===== config.mk =====
export PLATFORM = sky130hd
export DESIGN_NAME = feiu_top
export DESIGN_NICKNAME = d
export VERILOG_FILES = /design/src/design/feiu_pkg.sv /design/src/design/feiu_event_detect.sv /design/src/design/feiu_top.sv
export VERILOG_INCLUDE_DIRS = /design/src /design/src/design
export SDC_FILE = /design/constraint.sdc
export NUM_CORES = 1
export LEC_CHECK = 0
export BUFFER_PORTS_ARGS = -buffer_cell sky130_fd_sc_hd__buf_2
export CELL_PAD_IN_SITES_DETAIL_PLACEMENT = 1
export CELL_PAD_IN_SITES_GLOBAL_PLACEMENT = 1
export CORE_MARGIN = 2
export CORE_UTILIZATION = 42
export DETAILED_ROUTE_END_ITERATION = 7
export PLACE_DENSITY_LB_ADDON = 0.1
export SLEW_MARGIN = 25
export SYNTH_ARGS = -nofsm -noshare
export SYNTH_HDL_FRONTEND = slang
export SYNTH_SLANG_ARGS = --single-unit

===== constraint.sdc =====
create_clock -name REF_CLK -period 3.5 [get_ports REF_CLK]
set_input_delay 1.05 -clock REF_CLK [delete_from_list [all_inputs] [get_ports REF_CLK]]
set_output_delay 1.05 -clock REF_CLK [all_outputs]
set_load 0.03 [all_outputs]

===== src/design/feiu_params.svh =====
// Offsets, field positions, reset values and edge masks of the event unit.
`ifndef FEIU_PARAMS_SVH
`define FEIU_PARAMS_SVH

// --------------------------------------------------------------------
// Register byte offsets
// --------------------------------------------------------------------
`define FEIU_OFS_ENABLE_CFG 4'h0
`define FEIU_OFS_EVENT_STAT 4'h4
`define FEIU_OFS_IRQ_STAT 4'h8
`define FEIU_OFS_IRQ_MASK 4'hC

// --------------------------------------------------------------------
// Field positions in the enable and status registers
// --------------------------------------------------------------------
`define FEIU_BIT_OUT_DIS 15
`define FEIU_BIT_READY 4
`define FEIU_BIT_POR 2
`define FEIU_BIT_ECC2 1
`define FEIU_BIT_ECC1 0

// --------------------------------------------------------------------
// Reset values
// --------------------------------------------------------------------
`define FEIU_CFG_RESET 16'hFFFF
`define FEIU_STAT_HW_RESET 16'hFFFF
`define FEIU_STAT_POR_RESET 16'hFFFB
`define FEIU_IRQ_RESET 3'h0
`define FEIU_RDATA_IDLE 16'h0000

// --------------------------------------------------------------------
// Event detection: a 1 marks a rising-edge channel, a 0 a falling one
// --------------------------------------------------------------------
`define FEIU_RISE_MASK 3'h3

`endif


===== src/design/feiu_pkg.sv =====
// Types shared by the event unit modules.
package feiu_pkg;

  typedef logic [15:0] feiu_data_t;
  typedef logic [3:0] feiu_addr_t;

  // One bit per internal event; bit 2 ready, bit 1 ecc2, bit 0 ecc1.
  typedef struct packed {
    logic ready;
    logic ecc2;
    logic ecc1;
  } feiu_evt_t;

endpackage : feiu_pkg


===== src/design/feiu_event_detect.sv =====
// Edge detector that turns internal event levels into one-cycle pulses.
`timescale 1ns/10ps
`include "feiu_params.svh"

module feiu_event_detect (
  input wire logic clk,
  input wire logic rst_n,
  input feiu_pkg::feiu_evt_t level,
  output feiu_pkg::feiu_evt_t pulse
);
  import feiu_pkg::*;

  localparam logic [2:0] RISE = `FEIU_RISE_MASK;

  logic [2:0] cur;
  logic [2:0] prev;
  logic [2:0] hit;

  assign cur = level;
  assign pulse = hit;

  // The previous value resets to the active level of each channel, so a
  // level already active at reset release is not taken as an event.
  for (genvar i = 0; i < 3; i++) begin : g_edge
    always_ff @(posedge clk) begin
      if (!rst_n) begin
        prev[i] <= RISE[i];
      end else begin
        prev[i] <= cur[i];
      end
    end
    assign hit[i] = RISE[i] ? (cur[i] & ~prev[i]) : (prev[i] & ~cur[i]);
  end

endmodule : feiu_event_detect


===== src/design/feiu_top.sv =====
// Interrupt event unit: enable and status registers, open-drain pin, IRQ.
//
// Notes on behaviour
// [RULE_01] The interrupt pin is open drain: only ever pulled low, else released.
// [RULE_02] Enable register bit 15 at 0 lets enabled events pull the pin.
// [RULE_03] Enable bit 4 at 0 lets busy-to-ready transitions pull the pin.
// [RULE_04] Enable bit 1 at 0 lets 2-bit ECC errors pull the pin.
// [RULE_05] Enable bit 0 at 0 lets 1-bit ECC errors pull the pin.
// [RULE_06] With the pin enabled, an enabled event pulls the pin low.
// [RULE_07] Writing 1 to enable bit 15 sets every status flag back to 1; the code leaves status bit 2 (power-on) as it is.
// [RULE_08] Writing 1 to an event enable bit sets its status flag to 1.
// [RULE_09] Pin stays low while any enabled status flag reads 0.
// [RULE_10] Status bit 4 reads 0 after a busy-to-ready transition.
// [RULE_11] Status bits 1 and 0 read 0 after 2-bit or 1-bit ECC errors.
// [RULE_12] Status writes only turn bits to 1; only events turn them to 0.
// [RULE_13] Both resets load the enable register with all ones; pin floats.
// [RULE_14] Hardware reset sets every status bit to 1.
// [RULE_15] Power-on reset clears status bit 2 and sets the others.
// [RULE_16] Status bit 2 returns to 1 only by hardware reset or a write.
// [RULE_17] Status bit 2 never affects the interrupt pin.
// [RULE_18] The host reads the status register after seeing the pin low.
// [RULE_19] Each event is a one-cycle pulse and clears its flag once.
//
// The plain strobed port and the placing of the registers were decided locally.
`timescale 1ns/10ps
`include "feiu_params.svh"

module feiu_top (
  input wire logic REF_CLK,
  input wire logic RSTN,
  input wire logic HW_RESET_N,
  input wire logic BUSY,
  input wire logic ECC2_ERR,
  input wire logic ECC1_ERR,
  input wire feiu_pkg::feiu_addr_t ADDR,
  input wire feiu_pkg::feiu_data_t WDATA,
  input wire logic WR,
  input wire logic RD,
  output feiu_pkg::feiu_data_t RDATA,
  output logic INT_O,
  output logic INT_OE,
  output logic IRQ
);
  import feiu_pkg::*;

  // --------------------------------------------------------------------
  // Channel map: channel 2 ready, channel 1 ecc2, channel 0 ecc1
  // --------------------------------------------------------------------
  localparam int CH_BIT [3] = '{`FEIU_BIT_ECC1, `FEIU_BIT_ECC2,
                                `FEIU_BIT_READY};

  feiu_data_t interrupt_enable_config;
  feiu_data_t interrupt_event_status;
  feiu_data_t next_rdata;
  feiu_evt_t ev_level;
  feiu_evt_t ev_pulse;
  logic [2:0] pulse_v;
  logic [2:0] flag_n;
  logic [2:0] ch_en_n;
  logic [2:0] irq_stat;
  logic [2:0] irq_mask;
  logic por_flag;
  logic hw_rst;
  logic wr_cfg;
  logic wr_stat;
  logic wr_irq_stat;
  logic wr_irq_mask;
  logic pin_cond;

  // --------------------------------------------------------------------
  // Event detection
  // --------------------------------------------------------------------
  assign ev_level.ready = BUSY;
  assign ev_level.ecc2 = ECC2_ERR;
  assign ev_level.ecc1 = ECC1_ERR;

  // The ready event is the falling edge of busy; the errors are rising
  // edges, so a held error strobe counts only once.
  feiu_event_detect u_detect (
    .clk(REF_CLK),
    .rst_n(RSTN),
    .level(ev_level),
    .pulse(ev_pulse)
  ); // [RULE_19]

  assign pulse_v = ev_pulse;

  // --------------------------------------------------------------------
  // Register decode
  // --------------------------------------------------------------------
  assign hw_rst = !HW_RESET_N;
  assign wr_cfg = WR && (ADDR == `FEIU_OFS_ENABLE_CFG);
  assign wr_stat = WR && (ADDR == `FEIU_OFS_EVENT_STAT);
  assign wr_irq_stat = WR && (ADDR == `FEIU_OFS_IRQ_STAT);
  assign wr_irq_mask = WR && (ADDR == `FEIU_OFS_IRQ_MASK);

  // --------------------------------------------------------------------
  // Enable register
  // --------------------------------------------------------------------
  // Reserved bits are kept as written, since they are plain read/write.
  always_ff @(posedge REF_CLK) begin
    if (!RSTN || hw_rst) begin
      interrupt_enable_config <= `FEIU_CFG_RESET; // [RULE_13]
    end else if (wr_cfg) begin
      interrupt_enable_config <= WDATA;
    end
  end

  // --------------------------------------------------------------------
  // Event status flags, active low
  // --------------------------------------------------------------------
  // Only enabled events are recorded, so a flag reset by disabling its
  // channel stays quiet until the channel is enabled again. An event in
  // the same cycle as a write that sets the flag wins.
  for (genvar i = 0; i < 3; i++) begin : g_ch
    assign ch_en_n[i] = interrupt_enable_config[CH_BIT[i]];
    always_ff @(posedge REF_CLK) begin
      if (!RSTN || hw_rst) begin
        flag_n[i] <= 1'b1; // [RULE_14]
      end else if (pulse_v[i] && !ch_en_n[i]) begin
        flag_n[i] <= 1'b0; // [RULE_10] [RULE_11] [RULE_19]
      end else if (wr_cfg && WDATA[`FEIU_BIT_OUT_DIS]) begin
        flag_n[i] <= 1'b1; // [RULE_07]
      end else if (wr_cfg && WDATA[CH_BIT[i]]) begin
        flag_n[i] <= 1'b1; // [RULE_08]
      end else if (wr_stat && WDATA[CH_BIT[i]]) begin
        flag_n[i] <= 1'b1; // [RULE_12]
      end
    end
  end

  // --------------------------------------------------------------------
  // Power-on-detect flag
  // --------------------------------------------------------------------
  always_ff @(posedge REF_CLK) begin
    if (!RSTN) begin
      por_flag <= 1'b0; // [RULE_15]
    end else if (hw_rst) begin
      por_flag <= 1'b1; // [RULE_16]
    end else if (wr_stat && WDATA[`FEIU_BIT_POR]) begin
      por_flag <= 1'b1; // [RULE_16]
    end
  end

  // Reserved status bits have no event and so always read as 1.
  always_comb begin
    interrupt_event_status = `FEIU_STAT_HW_RESET;
    interrupt_event_status[`FEIU_BIT_READY] = flag_n[2]; // [RULE_10]
    interrupt_event_status[`FEIU_BIT_ECC2] = flag_n[1]; // [RULE_11]
    interrupt_event_status[`FEIU_BIT_ECC1] = flag_n[0]; // [RULE_11]
    interrupt_event_status[`FEIU_BIT_POR] = por_flag;
  end

  // --------------------------------------------------------------------
  // Open-drain interrupt pin
  // --------------------------------------------------------------------
  // The power-on-detect flag is left out of the term on purpose.
  assign pin_cond = !interrupt_enable_config[`FEIU_BIT_OUT_DIS] &&
                    |(~flag_n & ~ch_en_n); // [RULE_02] [RULE_09] [RULE_17]

  always_ff @(posedge REF_CLK) begin
    if (!RSTN || hw_rst) begin
      INT_OE <= 1'b0; // [RULE_13]
    end else begin
      INT_OE <= pin_cond; // [RULE_03] [RULE_04] [RULE_05] [RULE_06]
    end
  end

  // The pin is never driven high; a pull-up outside restores it.
  always_ff @(posedge REF_CLK) begin
    INT_O <= 1'b0; // [RULE_01]
  end

  // --------------------------------------------------------------------
  // System interrupt: sticky event bits, mask, level output
  // --------------------------------------------------------------------
  // These see every event, enabled or not, so firmware inside the chip
  // can follow the flash without touching the host-facing pin.
  always_ff @(posedge REF_CLK) begin
    if (!RSTN) begin
      irq_stat <= `FEIU_IRQ_RESET;
    end else if (wr_irq_stat) begin
      irq_stat <= (irq_stat & ~WDATA[2:0]) | pulse_v;
    end else begin
      irq_stat <= irq_stat | pulse_v;
    end
  end

  always_ff @(posedge REF_CLK) begin
    if (!RSTN) begin
      irq_mask <= `FEIU_IRQ_RESET;
    end else if (wr_irq_mask) begin
      irq_mask <= WDATA[2:0];
    end
  end

  always_ff @(posedge REF_CLK) begin
    if (!RSTN) begin
      IRQ <= 1'b0;
    end else begin
      IRQ <= |(irq_stat & irq_mask);
    end
  end

  // --------------------------------------------------------------------
  // Read data, valid only in the cycle after the read strobe
  // --------------------------------------------------------------------
  always_comb begin
    next_rdata = `FEIU_RDATA_IDLE;
    if (RD) begin
      case (ADDR)
        `FEIU_OFS_ENABLE_CFG: begin
          next_rdata = interrupt_enable_config;
        end
        `FEIU_OFS_EVENT_STAT: begin
          next_rdata = interrupt_event_status; // [RULE_18]
        end
        `FEIU_OFS_IRQ_STAT: begin
          next_rdata = {13'h0000, irq_stat};
        end
        `FEIU_OFS_IRQ_MASK: begin
          next_rdata = {13'h0000, irq_mask};
        end
        default: begin
          next_rdata = `FEIU_RDATA_IDLE;
        end
      endcase
    end
  end

  always_ff @(posedge REF_CLK) begin
    if (!RSTN) begin
      RDATA <= `FEIU_RDATA_IDLE;
    end else begin
      RDATA <= next_rdata;
    end
  end
endmodule : feiu_top


; Yosys cells after proc, flatten, opt, wreduce, memory -nomap -nowiden
; Cells that the tools add are included.
[word_totals]
ram_bits = 0
latchBits = 0
elab_cells = 77
mem_count = 0
reg_bits = 47
rom_bits = 0
[classes]
n_bitwise = 14
eq_ne = 4
order_cmp = 0
div_mod_pow = 0
reduce_logical = 30
addsub = 0
n_shift = 0
mux = 16
multipliers = 0
[op_table]
columns = operator, count
row1 = 16-bit case mux with 4 select lines, 1
row2 = 1-bit logical AND, 16
row3 = 1-bit two-way mux, 14
row4 = 4-bit nonzero test, 3
row5 = 3-bit AND, 3
row6 = 3-bit inverter, 3
row7 = "4-bit equality test, second input constant", 2
row8 = 1-bit logical NOT, 6
row9 = 3-bit OR, 2
row10 = 3-bit OR reduction, 2
row11 = "4-bit by 3-bit equality test with 1-bit output, second input constant", 1
row12 = 4-bit logical NOT, 1
row13 = 1-bit AND, 3
row14 = 3-bit two-way mux, 1
row15 = 1-bit inverter, 3
row16 = "2-bit by 1-bit != test with 1-bit output, second input constant", 1
row17 = 2-bit AND reduction, 1
row18 = 1-bit logical OR, 1

; Longest topological paths before layout
[depth]
depth_word = 7
depth_mapped = 6

; Hierarchy
; From an unflattened synthesis, not the netlist that was laid out.
[hier_totals]
cells_unflattened = 204
area_unflattened_um2 = 1814.2
[by_module_without_submodules]
columns = mod, cells_per_inst, n_inst, area_per_inst_um2, seq_area_each_um2
row1 = feiu_top, 195, 1, 1712.9, 880.8
row2 = feiu_event_detect, 9, 1, 101.3, 60.1

; Worst setup path before layout
; No wires, ideal clock.
[synth_path]
path_type = input port to flip-flop
startpoint = input port ADDR[2]
endpoint = register interrupt_enable_config[15]
setup_ps = 120
path_buffers = 3
path_slack_ps = 1017
arrival_time_ps = 2363
cell_stages = 6
t_required_ps = 3380
cell_sequence = buf_6 > or4b_4 > buf_6 > buf_8 > o21a_1 > a211o_1
[synth_via]
elab_chain_len = 2
[synth_lines]
columns = element, line_no
row1 = "start, declared", feiu_top.sv:35  ; input wire feiu_pkg::feiu_addr_t ADDR,
row2 = 4-bit logical NOT, -
row3 = 1-bit logical AND, feiu_top.sv:92  ; assign wr_cfg = WR && (ADDR == `FEIU_OFS_ENABLE_CFG);
row4 = "end signal, assigned", feiu_top.sv:103  ; interrupt_enable_config <= `FEIU_CFG_RESET;
row5 = "end, declared", feiu_top.sv:52  ; feiu_data_t interrupt_enable_config;
; No other way between the ends.
; A chain may end at the register's enable or synchronous reset.

; Worst setup path after layout
[layout_path]
startpoint = input port ADDR[2]
endpoint = register interrupt_enable_config[7]
; The elaborated chain is that of the path after synthesis.

==> results.cfg <==
[status]
status = complete, no violations

[yosys]
synth_area_um2 = 1820
synth.area.top_cells = dfxtp_1 52%, a211o_1 7.7%, o21a_1 6.6%
yosysWarnings = 0
synth.top_cell.area_share_pct = 51.68
syn_avg_cell_area_um2 = 10.11
ys_seq_area_share_pct = 51.68
synth_top_cell_by_area = dfxtp_1
synthCells = 180
ys_ff_latch = 47
synth_cell_types = 31
synth.net_count = 208

[clock_tree]
numCtsBuffers = 5
clk_pin_slew_ns = 0.09
hold_buffers = 0
cts_resized = 0
cts-root-buf = clkbuf_8
cts.path.max_buffers = 2
post-cts-setup-buffers = 0
cts_sinks = 47
htree_num_levels = 2
insertion_delay_ns = 0.30
cts_tree = built

[power_and_ir_drop]
power_switching_share_pct = 24.13
p_per_area_nw_per_um2 = 449.3
p_sw_mw = 0.2336
power_mw = 0.9681
p_comb_share_pct = 7.9
internal-power_mw = 0.7345
power_frac_seq_pct = 56.4
peakVddDrop_uv = 217.5
clockPowerShare_pct = 35.7
leakagePower_nw = 0.8411

[grt]
grt-ovfl-total = 0
grt_pass1_vias = 1520
grt_usage_pct = 19.08
antenna_found_initial = 0
grt_pass1_wl_mm = 7.362
grtUsageMet1_pct = 25.34
busiest_layer = met2
grt_max_degree = 28
global_route.usage.met2_pct = 29.84
met3_usage_pct = 5.087

[worst_setup_path]
crit_chain = buf_2, or4b_4, nor2_1, buf_4, a211o_1
critPathMaxFanout = 20
cp_slowest_cell = or4b_4
path_delay_family = simple AND/OR/NAND/NOR gates
r2r_end = RDATA[1]
crit_path_max_incr_delay_ns = 0.69
crit_path_end_kind = flop
r2r_cells = 2
startpoint = ADDR[2]
crit_path_start_kind = primary input
critPathBufInv = 2
crit_arrival_ns = 2.80
r2r-start = interrupt_enable_config[1]
criticalPathCategory = primary input to flop
r2r_setup_slack_ns = 2.36
required_ns = 3.75

[route]
first_pass_iters = 4
num_vias = 1484
vias_per_cell = 5.456
drtIter0Drc = 69
drt_drc_violations_left = 0
antenna_left = 0
wl_per_cell_um = 16.15
drt_wl_total_mm = 4.392

[timing]
setup_violations = 0
worst_pin_slew_ns = 0.7430
fin_tns_setup_ns = 0
skew_ns = 0.007193
maxSlewViolCount = 0
fmax_mhz = 391.5
min_period_over_period_pct = 72.97
hold_viol_final = 0
rsz0062_at_grt = no
slew_headroom_pct = 49.77
fin_crit_ns = 2.554

[floorplanning]
die_h_um = 69.84
rows = 23
fp.coreArea_um2 = 4086
die_x_um = 69.84
io_pins = 47
start_util_pct = 44.55
die_area_um2 = 4877

[run]
cap_viol_max_count = 0

[layout]
layout-drive-gt1-share_pct = 27.48
antennaDiodeCount = 0
register_area_um2 = 940.9
fill_cells = 480
multi_input_area_um2 = 797.0
final_cell_mix = 47 x dfxtp_1, 45 x buf_2, 21 x nor2_1, 16 x o21a_1, 16 x a211o_1
final_common_cell = dfxtp_1
syn_to_final_growth_pct = 18.35
nNetsFinal = 249

[placed_design]
gp_congestion = 0.8347
post-dp-hpwl_mm = 3.119
io_buffers = 45

[worst_hold_path]
min_path_type = flop to flop
holdPathEnd = por_flag
hold_depth = 2
holdCritStartpoint = por_flag
sequential cells by signal, summed over array words and instances (netlist names):
name and count:
INT_OE 1, IRQ 1, RDATA 16, flag_n 3, interrupt_enable_config 16, irq_mask 3
irq_stat 3, por_flag 1, u_detect.prev 3
stage by stage:
step                instance area (µm²)  hold slack, ns  setup WS [ns]  std cells  utilization (%)
finish                             2155          0.4869         0.9459        272            52.73
global route                       2155          0.5163         0.8802        272            52.73
CTS                                2155          0.4853         0.9534        272            52.73
detailed placement                 2056          0.4625         0.6452        264            50.31
global placement                   2056          0.4487         0.7561        264            50.31
floorplan                          1821          0.4228          1.017        180                -
worst reg2reg max path: stages (launching register included):
cell and delay, ns:
dfxtp_1 0.35, mux4_1 0.51, nor2b_1 0.15
logic make-up (layout without fill, tap and decap cells):
kind of cell	Yosys count	count (layout)	share of synthesized area, %
AOI/OAI and AO/OA	60	60	23.16
and+or+nand+nor	50	50	13.75
buffers and inverters	16	58	5.223
other	1	1	0.2060
DFF	47	47	51.68
muxes	6	6	5.980
worst max-delay path by stage:
stage	cells after the start	slack, ns	end
2_1_floorplan	6	1.02	interrupt_enable_config[15]
3_3_place_gp	5	0.76	interrupt_enable_config[7]
3_5_place_dp	5	0.65	interrupt_enable_config[7]
4_1_cts	5	0.95	interrupt_enable_config[7]
5_1_grt	5	0.88	interrupt_enable_config[4]
6_report	5	0.95	interrupt_enable_config[7]
power by group through the flow:
stage	Combinational [mW]	Sequential [mW]	Clock (mW)
floorplan	0.0437	0.561	0
global placement	0.0735	0.558	0
detailed placement	0.0756	0.559	0
CTS	0.0764	0.546	0.353
global route	0.0843	0.547	0.380
finish	0.0760	0.546	0.346
per-layer routing:
metal	vias to the layer above	routed length, µm
met5	-	0
met4	0	60
met3	7	222
met2	41	2050
met1	712	2059
li1	724	-
cell type report:
cell class	instances	share of cell area [%]
timing repair buffer	48	11.50
clock inverter	2	0.7549
multi-input combinational	117	36.99
tap	50	2.904
inverter	2	0.3484
sequential	47	43.67
clock buffer	6	3.833
cells in the mapped netlist:
cell type	instances
nand2_1	10
o22ai_1	1
dfxtp_1	47
nor4_1	1
inv_1	2
nor4b_1	2
o32ai_1	3
and4_2	1
buf_8	1
mux2i_1	3
a22oi_1	1
buf_2	1
nor3_1	1
nor2_1	21
nand3_1	2
o21ai_0	6
clkbuf_1	8
buf_4	2
mux4_1	3
nor2b_1	3
and2b_2	1
or4b_4	1
nand2b_1	5
a222oi_1	1
buf_6	2
a31oi_1	1
o21a_1	16
conb_1	1
a21oi_1	15
a211o_1	16
and2_1	2
No activity file was read; power rests on OpenSTA's default activity.
